**src/pkg/htc_pkg.sv**
```systemverilog
package htc_pkg;

	// ----------------------------------------------------------------
	// Register offsets
	// ----------------------------------------------------------------
	localparam logic [11:0] HTC_OFS_CTRL1 = 12'h110;
	localparam logic [11:0] HTC_OFS_SUPP = 12'h111;
	localparam logic [11:0] HTC_OFS_CTRL2 = 12'h113;
	localparam logic [11:0] HTC_OFS_FIFO = 12'h10C;
	localparam logic [11:0] HTC_OFS_BOC = 12'h10D;
	localparam logic [11:0] HTC_OFS_TXC2 = 12'h10E;
	localparam logic [11:0] HTC_OFS_STAT = 12'h10F;

	// ----------------------------------------------------------------
	// Field positions and reset values
	// ----------------------------------------------------------------
	localparam int HTC_B1_FLAGS = 7;
	localparam int HTC_B1_LOOP = 6;
	localparam int HTC_B1_SRST = 5;
	localparam int HTC_B1_MAP = 4;
	localparam int HTC_B1_FILL = 3;
	localparam int HTC_B1_EOM = 2;
	localparam int HTC_B1_ZSD = 1;
	localparam int HTC_B1_CRCD = 0;
	localparam int HTC_B2_ABT = 7;
	localparam int HTC_B2_BOC = 6;
	localparam int HTC_B2_EN = 5;
	localparam int HTC_T2_MAPEN = 7;
	localparam int HTC_T2_T1 = 0;
	localparam logic [7:0] HTC_RST_CTRL1 = 8'h00;
	localparam logic [7:0] HTC_RST_SUPP = 8'h00;
	localparam logic [7:0] HTC_RST_CTRL2 = 8'h00;
	localparam logic [7:0] HTC_RST_TXC2 = 8'h00;

	// ----------------------------------------------------------------
	// Line codes and timing
	// ----------------------------------------------------------------
	localparam logic [7:0] HTC_FLAG = 8'h7E;
	localparam logic [7:0] HTC_IDLE = 8'hFF;
	localparam logic [7:0] HTC_ABORT_BYTE = 8'hFE;
	localparam logic [15:0] HTC_CRC_INIT = 16'hFFFF;
	localparam logic [15:0] HTC_CRC_POLY = 16'h8408;
	localparam logic [2:0] HTC_STUFF_RUN = 3'h5;
	localparam logic [3:0] HTC_SRST_HOLD = 4'h8;
	localparam int HTC_CLK_NS = 10;
	localparam int HTC_SRST_MAX_NS = 250000;

	typedef enum logic [2:0] {
		HTC_FILL,
		HTC_OPEN,
		HTC_DATA,
		HTC_CRC,
		HTC_CLOSE,
		HTC_ABORT
	} htc_state_type;

endpackage

```
**src/htc_crc16.sv**
```systemverilog
module htc_crc16
	import htc_pkg::*;
(
	input wire logic i_clk, // Transmit clock
	input wire logic i_rstn, // Async reset, active low
	input wire logic i_clear, // Restart at the opening of a message
	input wire logic i_en, // One message bit taken
	input wire logic i_bit, // That message bit
	output logic [15:0] o_crc_next // Remainder including this cycle's bit
);

	logic [15:0] crc_q;
	logic [15:0] crc_d;
	logic fb;

	// ----------------------------------------------------------------
	// Reflected CRC-16, one bit per step, LSB of each byte first
	// ----------------------------------------------------------------
	always_comb begin
		fb = crc_q[0] ^ i_bit;
		crc_d = crc_q;
		if (i_en) begin
			crc_d = {1'b0, crc_q[15:1]} ^ (fb ? HTC_CRC_POLY : 16'h0000);
		end
		o_crc_next = crc_d;
		if (i_clear) begin
			crc_d = HTC_CRC_INIT;
		end
	end

	always_ff @(posedge i_clk or negedge i_rstn) begin
		if (!i_rstn) begin
			crc_q <= HTC_CRC_INIT;
		end else begin
			crc_q <= crc_d;
		end
	end

endmodule

```
**src/htc_tx_controller.sv**
```systemverilog
// Notes on behaviour
// [RULE1] One flag between messages, two if selected
// [RULE2] Loop-marked message repeats until stopped
// [RULE3] Loop cleared: finish message, then flags
// [RULE4] New data ends loop, flags, new message
// [RULE5] Host marks end before writing last byte
// [RULE6] Two-byte CRC closes every message unless CRC defeat is set
// [RULE7] CRC defeat bit stops CRC generation
// [RULE8] Soft reset flushes, then abort and fill
// [RULE9] Soft reset bit self-clears, well under limit
// [RULE10] Map to chosen channel or data link
// [RULE11] Inter-message fill is 7E or FF
// [RULE12] Zero after five ones unless defeated
// [RULE13] Suppressed channel bit positions carry nothing
// [RULE14] Abort rise flushes, sends FE, then fill
// [RULE15] Host re-arms abort by clear then set
// [RULE16] T1 only: send six-bit oriented code
// [RULE17] Enable bit gates all transmission
// [RULE18] Channel select applies at soft reset
// [RULE19] Flags framing, LSB first, CRC on data
// [RULE20] Controls sampled in transmit clock domain
module htc_tx_controller
	import htc_pkg::*;
#(
	parameter int DEPTH = 64,
	parameter int AW = 6,
	parameter int SRST_MAX_CYC = HTC_SRST_MAX_NS / HTC_CLK_NS
) (
	input wire logic i_clk, // Framer transmit clock
	input wire logic i_rstn, // Async reset, active low
	input wire logic [11:0] i_addr, // Register address
	input wire logic [7:0] i_wdata, // Write data
	input wire logic i_wr, // Write strobe
	input wire logic i_rd, // Read strobe
	output logic [7:0] o_rdata, // Read data, cycle after strobe
	input wire logic i_bit_req, // Framer asks for one line bit
	input wire logic [4:0] i_slot, // Current channel number
	input wire logic [2:0] i_bit_pos, // Bit in channel, 7 is MSB
	input wire logic i_dlink_slot, // Bit is a data-link or Sa bit
	output logic o_tx_bit, // Bit for the line
	output logic o_tx_valid // Pulse: o_tx_bit is ours
);

	// ----------------------------------------------------------------
	// Register state
	// ----------------------------------------------------------------
	logic [7:0] ctrl1_q, ctrl1_d, supp_q, supp_d, ctrl2_q, ctrl2_d;
	logic [7:0] txc2_q, txc2_d, rdata_q, rdata_d, ctrl1_rd;
	logic [5:0] boc_q, boc_d;
	logic [4:0] chan_q, chan_d;
	logic [3:0] srst_cnt_q, srst_cnt_d;
	logic abt_prev_q, abt_prev_d;
	logic srst_act, host_srst_wr, abort_rise, fifo_we, full, avail;

	// ----------------------------------------------------------------
	// Engine state
	// ----------------------------------------------------------------
	htc_state_type state_q, state_d;
	logic [15:0] sh_q, sh_d;
	logic [4:0] left_q, left_d;
	logic [2:0] ones_q, ones_d;
	logic [AW:0] wr_q, wr_d, rd_q, rd_d, start_q, start_d, fidx;
	logic [3:0] boc_idx_q, boc_idx_d;
	logic cur_eom_q, cur_eom_d, cur_loop_q, cur_loop_d;
	logic bit_q, bit_d, valid_q, valid_d;
	logic take, boc_on, boc_take, stuff_now, in_msg, fetch, crc_en, crc_clr;
	logic [15:0] crc_next, boc_pat;
	logic [9:0] mem_q [DEPTH];

	assign srst_act = srst_cnt_q != 4'h0;
	assign host_srst_wr = i_wr && i_addr == HTC_OFS_CTRL1 && i_wdata[HTC_B1_SRST];
	assign abort_rise = ctrl2_q[HTC_B2_ABT] && !abt_prev_q; // see [RULE14] see [RULE15]
	assign full = (wr_q - start_q) == (AW + 1)'(DEPTH);
	assign avail = rd_q != wr_q;
	assign fifo_we = i_wr && i_addr == HTC_OFS_FIFO && !full && !srst_act;
	assign ctrl1_rd = {ctrl1_q[7:6], srst_act, ctrl1_q[4:0]}; // see [RULE9]

	// Host and framer share one clock, so controls need no crossing
	// see [RULE20]
	always_comb begin
		ctrl1_d = ctrl1_q;
		supp_d = supp_q;
		ctrl2_d = ctrl2_q;
		txc2_d = txc2_q;
		boc_d = boc_q;
		chan_d = chan_q;
		abt_prev_d = ctrl2_q[HTC_B2_ABT];
		srst_cnt_d = srst_act ? srst_cnt_q - 4'h1 : 4'h0; // see [RULE9]
		if (srst_cnt_q == 4'h1) begin
			chan_d = ctrl2_q[4:0]; // see [RULE18]
		end
		// End mark is spent on the byte it tags
		if (fifo_we) begin
			ctrl1_d[HTC_B1_EOM] = 1'b0; // see [RULE5]
		end
		if (i_wr) begin
			case (i_addr)
				HTC_OFS_CTRL1: ctrl1_d = i_wdata;
				HTC_OFS_SUPP: supp_d = i_wdata;
				HTC_OFS_CTRL2: ctrl2_d = i_wdata;
				HTC_OFS_TXC2: txc2_d = i_wdata;
				HTC_OFS_BOC: boc_d = i_wdata[5:0];
				default: ;
			endcase
		end
		// A new request restarts the count even mid-reset
		if (host_srst_wr) begin
			srst_cnt_d = HTC_SRST_HOLD; // see [RULE8]
		end
		rdata_d = 8'h00;
		if (i_rd) begin
			case (i_addr)
				HTC_OFS_CTRL1: rdata_d = ctrl1_rd;
				HTC_OFS_SUPP: rdata_d = supp_q;
				HTC_OFS_CTRL2: rdata_d = ctrl2_q;
				HTC_OFS_TXC2: rdata_d = txc2_q;
				HTC_OFS_BOC: rdata_d = {2'b00, boc_q};
				HTC_OFS_STAT: rdata_d = {5'h00, full, !avail, state_q == HTC_FILL};
				default: rdata_d = 8'h00;
			endcase
		end
	end

	always_ff @(posedge i_clk or negedge i_rstn) begin
		if (!i_rstn) begin
			ctrl1_q <= HTC_RST_CTRL1;
			supp_q <= HTC_RST_SUPP;
			ctrl2_q <= HTC_RST_CTRL2;
			txc2_q <= HTC_RST_TXC2;
			boc_q <= 6'h00;
			chan_q <= 5'h00;
			abt_prev_q <= 1'b0;
			srst_cnt_q <= 4'h0;
			rdata_q <= 8'h00;
		end else begin
			ctrl1_q <= ctrl1_d;
			supp_q <= supp_d;
			ctrl2_q <= ctrl2_d;
			txc2_q <= txc2_d;
			boc_q <= boc_d;
			chan_q <= chan_d;
			abt_prev_q <= abt_prev_d;
			srst_cnt_q <= srst_cnt_d;
			rdata_q <= rdata_d;
		end
	end

	// ----------------------------------------------------------------
	// Message store; looped message stays until it is released
	// ----------------------------------------------------------------
	for (genvar i = 0; i < DEPTH; i++) begin : g_mem
		always_ff @(posedge i_clk or negedge i_rstn) begin
			if (!i_rstn) begin
				mem_q[i] <= 10'h000;
			end else if (fifo_we && wr_q[AW-1:0] == AW'(i)) begin
				mem_q[i] <= {ctrl1_q[HTC_B1_LOOP],
					ctrl1_q[HTC_B1_EOM] | ctrl1_q[HTC_B1_LOOP], i_wdata}; // see [RULE2]
			end
		end
	end

	// Slot selection: channel bits or data-link bits; the code word takes data-link bits in either mode
	assign boc_on = ctrl2_q[HTC_B2_BOC] && txc2_q[HTC_T2_T1]; // see [RULE16]
	assign boc_take = i_bit_req && ctrl2_q[HTC_B2_EN] && i_dlink_slot && boc_on;
	assign take = i_bit_req && ctrl2_q[HTC_B2_EN] && !srst_act && // see [RULE17]
		(ctrl1_q[HTC_B1_MAP] ?
		(txc2_q[HTC_T2_MAPEN] && i_dlink_slot && !boc_on) : // see [RULE10]
		(i_slot == chan_q && !supp_q[i_bit_pos])); // see [RULE13]
	// Code word sent LSB first: 0, six code bits, 0, eight ones
	assign boc_pat = {8'hFF, 1'b0, boc_q, 1'b0};
	assign in_msg = state_q == HTC_DATA || state_q == HTC_CRC;
	// Run of ones may end on the last CRC bit, so stuff before the flag too
	assign stuff_now = !ctrl1_q[HTC_B1_ZSD] && ones_q == HTC_STUFF_RUN; // see [RULE12]
	assign crc_en = take && !stuff_now && state_q == HTC_DATA; // see [RULE19]
	assign crc_clr = fetch && state_q != HTC_DATA;

	htc_crc16 u_crc (
		.i_clk(i_clk),
		.i_rstn(i_rstn),
		.i_clear(crc_clr),
		.i_en(crc_en),
		.i_bit(sh_q[0]),
		.o_crc_next(crc_next)
	);

	// ----------------------------------------------------------------
	// Bit engine: flags, data, CRC, stuffing and fill
	// ----------------------------------------------------------------
	always_comb begin
		state_d = state_q;
		sh_d = sh_q;
		left_d = left_q;
		ones_d = ones_q;
		wr_d = fifo_we ? wr_q + 1'b1 : wr_q;
		rd_d = rd_q;
		start_d = start_q;
		cur_eom_d = cur_eom_q;
		cur_loop_d = cur_loop_q;
		boc_idx_d = boc_take ? boc_idx_q + 4'h1 : boc_idx_q;
		bit_d = boc_take ? boc_pat[boc_idx_q] : 1'b1; // see [RULE16]
		valid_d = take || boc_take;
		fetch = 1'b0;
		fidx = rd_q;
		if (take && stuff_now) begin
			bit_d = 1'b0;
			ones_d = 3'h0;
		end else if (take) begin
			bit_d = sh_q[0]; // see [RULE19]
			sh_d = {1'b0, sh_q[15:1]};
			left_d = left_q - 5'h1;
			ones_d = (in_msg && sh_q[0]) ? ones_q + 3'h1 : 3'h0;
			if (left_q == 5'h1) begin
				left_d = 5'h8;
				unique case (state_q)
					HTC_FILL, HTC_ABORT: begin
						state_d = avail ? HTC_OPEN : HTC_FILL;
						sh_d = {8'h00, avail ? HTC_FLAG : // see [RULE11]
							(ctrl1_q[HTC_B1_FILL] ? HTC_IDLE : HTC_FLAG)};
					end
					HTC_OPEN: fetch = 1'b1;
					HTC_DATA: begin
						if (cur_eom_q && ctrl1_q[HTC_B1_CRCD]) begin
							state_d = HTC_CLOSE; // see [RULE7]
							sh_d = {8'h00, HTC_FLAG};
						end else if (cur_eom_q) begin
							state_d = HTC_CRC; // see [RULE6]
							sh_d = ~crc_next;
							left_d = 5'h10;
						end else if (avail) begin
							fetch = 1'b1;
						end else begin
							// Host fell behind: abort rather than send a bad frame
							state_d = HTC_ABORT;
							sh_d = {8'h00, HTC_ABORT_BYTE};
						end
					end
					HTC_CRC: begin
						state_d = HTC_CLOSE;
						sh_d = {8'h00, HTC_FLAG};
					end
					HTC_CLOSE: begin
						// Replay only while loop bit holds and nothing new waits
						if (cur_loop_q && ctrl1_q[HTC_B1_LOOP] && !avail) begin
							fidx = start_q; // see [RULE2]
						end else begin
							start_d = rd_q; // see [RULE3] see [RULE4]
						end
						if (avail || fidx != rd_q) begin
							if (ctrl1_q[HTC_B1_FLAGS]) begin
								state_d = HTC_OPEN; // see [RULE1]
								sh_d = {8'h00, HTC_FLAG};
								rd_d = fidx;
							end else begin
								fetch = 1'b1;
							end
						end else begin
							state_d = HTC_FILL;
							sh_d = {8'h00, ctrl1_q[HTC_B1_FILL] ? HTC_IDLE : HTC_FLAG};
						end
					end
				endcase
			end
		end
		if (fetch) begin
			state_d = HTC_DATA;
			sh_d = {8'h00, mem_q[fidx[AW-1:0]][7:0]};
			cur_eom_d = mem_q[fidx[AW-1:0]][8];
			cur_loop_d = mem_q[fidx[AW-1:0]][9];
			rd_d = fidx + 1'b1;
		end
		// Flush wins over everything, including a write this cycle
		if (srst_act || abort_rise) begin
			state_d = HTC_ABORT; // see [RULE8] see [RULE14]
			sh_d = {8'h00, HTC_ABORT_BYTE};
			left_d = 5'h8;
			ones_d = 3'h0;
			wr_d = '0;
			rd_d = '0;
			start_d = '0;
			cur_loop_d = 1'b0;
		end
	end

	always_ff @(posedge i_clk or negedge i_rstn) begin
		if (!i_rstn) begin
			state_q <= HTC_FILL;
			sh_q <= {8'h00, HTC_FLAG};
			left_q <= 5'h8;
			ones_q <= 3'h0;
			wr_q <= '0;
			rd_q <= '0;
			start_q <= '0;
			cur_eom_q <= 1'b0;
			cur_loop_q <= 1'b0;
			boc_idx_q <= 4'h0;
			bit_q <= 1'b1;
			valid_q <= 1'b0;
		end else begin
			state_q <= state_d;
			sh_q <= sh_d;
			left_q <= left_d;
			ones_q <= ones_d;
			wr_q <= wr_d;
			rd_q <= rd_d;
			start_q <= start_d;
			cur_eom_q <= cur_eom_d;
			cur_loop_q <= cur_loop_d;
			boc_idx_q <= boc_idx_d;
			bit_q <= bit_d;
			valid_q <= valid_d;
		end
	end

	assign o_rdata = rdata_q;
	assign o_tx_bit = bit_q;
	assign o_tx_valid = valid_q;
endmodule

```
**config.mk**
```make
export PLATFORM = sky130hd
export DESIGN_NAME = htc_tx_controller
export DESIGN_NICKNAME = d
export VERILOG_FILES = /design/src/pkg/htc_pkg.sv /design/src/htc_crc16.sv /design/src/htc_tx_controller.sv
export SDC_FILE = /design/constraint.sdc
export NUM_CORES = 1
export LEC_CHECK = 0
export ABC_CLOCK_PERIOD_IN_PS = 6700
export BUFFER_PORTS_ARGS = -buffer_cell sky130_fd_sc_hd__clkbuf_2
export CAP_MARGIN = 20
export CORE_ASPECT_RATIO = 1.4
export CORE_MARGIN = 2
export CORE_UTILIZATION = 45
export DETAILED_ROUTE_END_ITERATION = 8
export SLEW_MARGIN = 20
export SYNTH_ARGS = -nofsm -noshare
export SYNTH_HDL_FRONTEND = slang
export SYNTH_SLANG_ARGS = --single-unit
```
**constraint.sdc**
```tcl
create_clock -name i_clk -period 6.7 [get_ports i_clk]
set_input_delay 0.335 -clock i_clk [delete_from_list [all_inputs] [get_ports i_clk]]
set_output_delay 0.335 -clock i_clk [all_outputs]
set_load 0.01 [all_outputs]
```
==> results.md <==
* Pin count of the biggest net entering global routing at 145
* FP Rows at 125
* IO buf count at 43
* Number of hold violations in the final report at 0
* Syn Std Cell Area at 0.0375 mm^2
* Post-CTS resize count at 0
* Crit path capture type: flip-flop
* Worst Path Arrival at 5970 ps
* Die height at 346 um
* Final Skew at 26.1 ps
* Reg-to-reg setup timing slack at 1280 ps
* Placement Cell Area at 0.0383 mm^2
* Clk Latency, worst-skew pair at 640 ps
* GRT overflow at 0
* Final WL at 113000 um
* Root buf cell: clkbuf_16
* Via Count at 26.5k
* Initial Util at 0.453
* Avg Cell Area, Syn at 11.4 um^2
* Worst-Margin Slew at 1200 ps
* Total power at 9.47 mW
* Number of global-route vias before repair at 27.5k
* Crit Path Class: flip-flop to flip-flop
* Final slew viol count at 0
* Worst hold path type: input pin to flip-flop
* Number of synthesized flops with an enable pin at 0
* Terminus of the critical flop-to-flop path: sh_q[4]
* Post-route DRC violation count at 0
* Initial antenna violation count at 3
* Dominant synthesized flop cell: dfrtp_1
* Leak pwr at 18.8 nW
* Slew margin rel. at 0.203
* Via density at 6.11
* Nets at 3255
* Cells after synthesis at 3303
* IO Count at 44
* WHS at 184 ps
* Layer with the highest usage: met2
* Worst Hold Endpoint: boc_idx_q[0]
* Final ANT Viol Nets at 0
* Hold Path Stages at 3
* Critical Path RT at 7260 ps
* Reg clk slew, reported paths at 60 ps
* GRT Util Overall at 0.264
* Critical path's top delay family: simple AND/OR/NAND/NOR gates
* Startpoint types: flip-flop
* Num CTS Buffers at 75
* Gpl congestion at 0.905
* Fill count at 7380
* CTS tree: yes
* Synth warn at 0
* Max frequency at 0.185 GHz
* Ys async rst share at 1.00
* RSZ-0062 raised after global routing: false
* Post-DP HPWL at 72000 um
* H-tree levels at 3
* Mapped Nets at 3353
* Crit share post-route at 0.809
* Crit-path cells: inv_1 > ha_1 > nand2b_1 > nor3_2 > nand4_4 > nor3_4 > mux2i_4 > buf_12 > nand3_1 > o22ai_1 > nor4_1 > o221ai_1 > a22oi_1 > a32oi_1
* Post-synthesis cell type count at 88
* CTS sink count at 767
* Power Dens Cells at 232 mW/mm^2
* Synth Register Bits at 767
* Most frequent cells in the layout: dfrtp_1 (742), mux2_2 (629), nand2_1 (434)
* Routed wire per std cell at 26.0 um
* Full die area at 0.0858 mm^2
* Met2 Use GR at 0.435
* Global-route wire length before repair at 172000 um
* Met3 Use GR at 0.0399
* Critical path peak fanout at 97
* Setup TNS at 0 ps
* Slowest stage delay, CP at 900 ps
* M1 GR Usage at 0.329
* TritonRoute pass-1 iters at 5
* CP Buf/Inv Count at 2
* Outcome: completed
* DIE WIDTH at 248 um
* R2R cell count at 14
* Crit path time final at 5420 ps
* Worst reg2reg startpoint: left_q[1]
* Inserted Diodes at 0
* Total core area at 0.0829 mm^2
* Area grow syn2layout at 8.77%
* Design Area, Final at 0.0408 mm^2
* Drt initial violations at 2043
* Final setup fails at 0
* PnR worst setup slack at 1280 ps
* VDD IR max at 0.194 mV
* Seq/Total Area, Yosys at 0.512
* Dpl ws at 1380 ps
* HP Start: i_bit_req
* Layout cells sized above 1 at 0.279
* Longest Clk Path Bufs at 3
* CP max-delay cell: nand3_1
* Commonest non-fill, non-tap cell in the layout: dfrtp_1
* Max Cap Violations at 0
[final cells by class]
| type | count | area [um^2] | area share |
|---|---|---|---|
| clock inverters | 23 | 238 | 0.00582 |
| multi-input cells | 2236 | 16900 | 0.414 |
| inverters | 24 | 103 | 0.00251 |
| well taps | 1079 | 1350 | 0.0331 |
| flip-flops and latches | 767 | 19200 | 0.471 |
| repair buffers | 101 | 741 | 0.0181 |
| clock buffers | 111 | 2280 | 0.0559 |
[Yosys cell counts, types with 25 or more instances]
cell type / n / area share
a21oi_1: 142 / 0.019
a22oi_1: 26 / 0.0052
and4_1: 64 / 0.015
buf_2: 98 / 0.013
clkbuf_1: 126 / 0.013
dfrtp_1: 743 / 0.50
mux2_2: 629 / 0.19
mux2i_1: 223 / 0.059
nand2_1: 434 / 0.043
nand3_1: 152 / 0.020
nor2_1: 154 / 0.015
nor3_1: 25 / 0.0033
o21ai_0: 52 / 0.0069
o22ai_1: 45 / 0.0075
[routing by layer]
layer / wire [um] / part of all wire / up-vias
li1: - / - / 11500
met1: 44400 / 0.39 / 13700
met2: 54800 / 0.49 / 964
met3: 6620 / 0.059 / 303
met4: 7050 / 0.062 / 0
met5: 0 / 0 / -
[power breakdown]
group	internal, mW	switching [mW]	leakage [nW]
combinational	0.0803	0.292	7.00
sequential	4.68	0.0531	10.6
clock	2.49	1.88	1.24
[kinds of logic (layout without fill, tap and decap cells)]
family,count (synthesis),after routing,share of synthesized area
compound gates,388,388,0.0654
simple gates,938,938,0.119
mux,856,856,0.250
xor+xnor,37,37,0.00863
fa+ha+maj,17,17,0.00560
flops,767,767,0.512
buf+inv,300,259,0.0398
[stage by stage]
stage | utilization | cells
6_report | 0.493 | 4341
5_1_grt | 0.493 | 4341
4_1_cts | 0.493 | 4341
3_5_place_dp | 0.462 | 4205
3_3_place_gp | 0.462 | 4205
2_1_floorplan | - | 3303
[worst register-to-register path, cell delays in order, from the launching register on]
cell and delay, ps:
dfrtp_1 390, inv_1 110, ha_1 160, nand2b_1 100, nor3_2 550, nand4_4 240, nor3_4 660, mux2i_4 390
buf_12 540, nand3_1 970, o22ai_1 480, nor4_1 120, o221ai_1 150, a22oi_1 240, a32oi_1 250
[worst max path at each step]
| stage | from | to | slack (ps) | cells past startpoint |
|---|---|---|---|---|
| final | left_q[1] | sh_q[4] | 1280 | 14 |
| after global routing | left_q[1] | sh_q[5] | 1070 | 14 |
| after CTS | left_q[1] | sh_q[4] | 1390 | 14 |
| after detailed placement | left_q[1] | sh_q[4] | 1380 | 14 |
| after global placement | i_slot[0] | sh_q[4] | 1460 | 13 |
| after floorplan | left_q[1] | rd_q[2] | 3070 | 20 |
[repair_timing]
item / CTS / global route
setup buffers: 0 / 0
endpoints found under the hold margin: 97 / 0
hold buffers: 2 / 0
[registers in the layout (all words and copies together), names as in the netlist, 3 cells and up]
signal and flops:
chan_q 5, mem_q 640, u_crc.crc_q 16, left_q 5, boc_q 6, start_q 7, state_q 3, srst_cnt_q 4
ctrl2_q 8, ctrl1_q 7, rd_q 7, o_rdata 8, boc_idx_q 4, supp_q 8, wr_q 7, ones_q 3
txc2_q 8, sh_q 16
(Power assumes the default switching activity.)
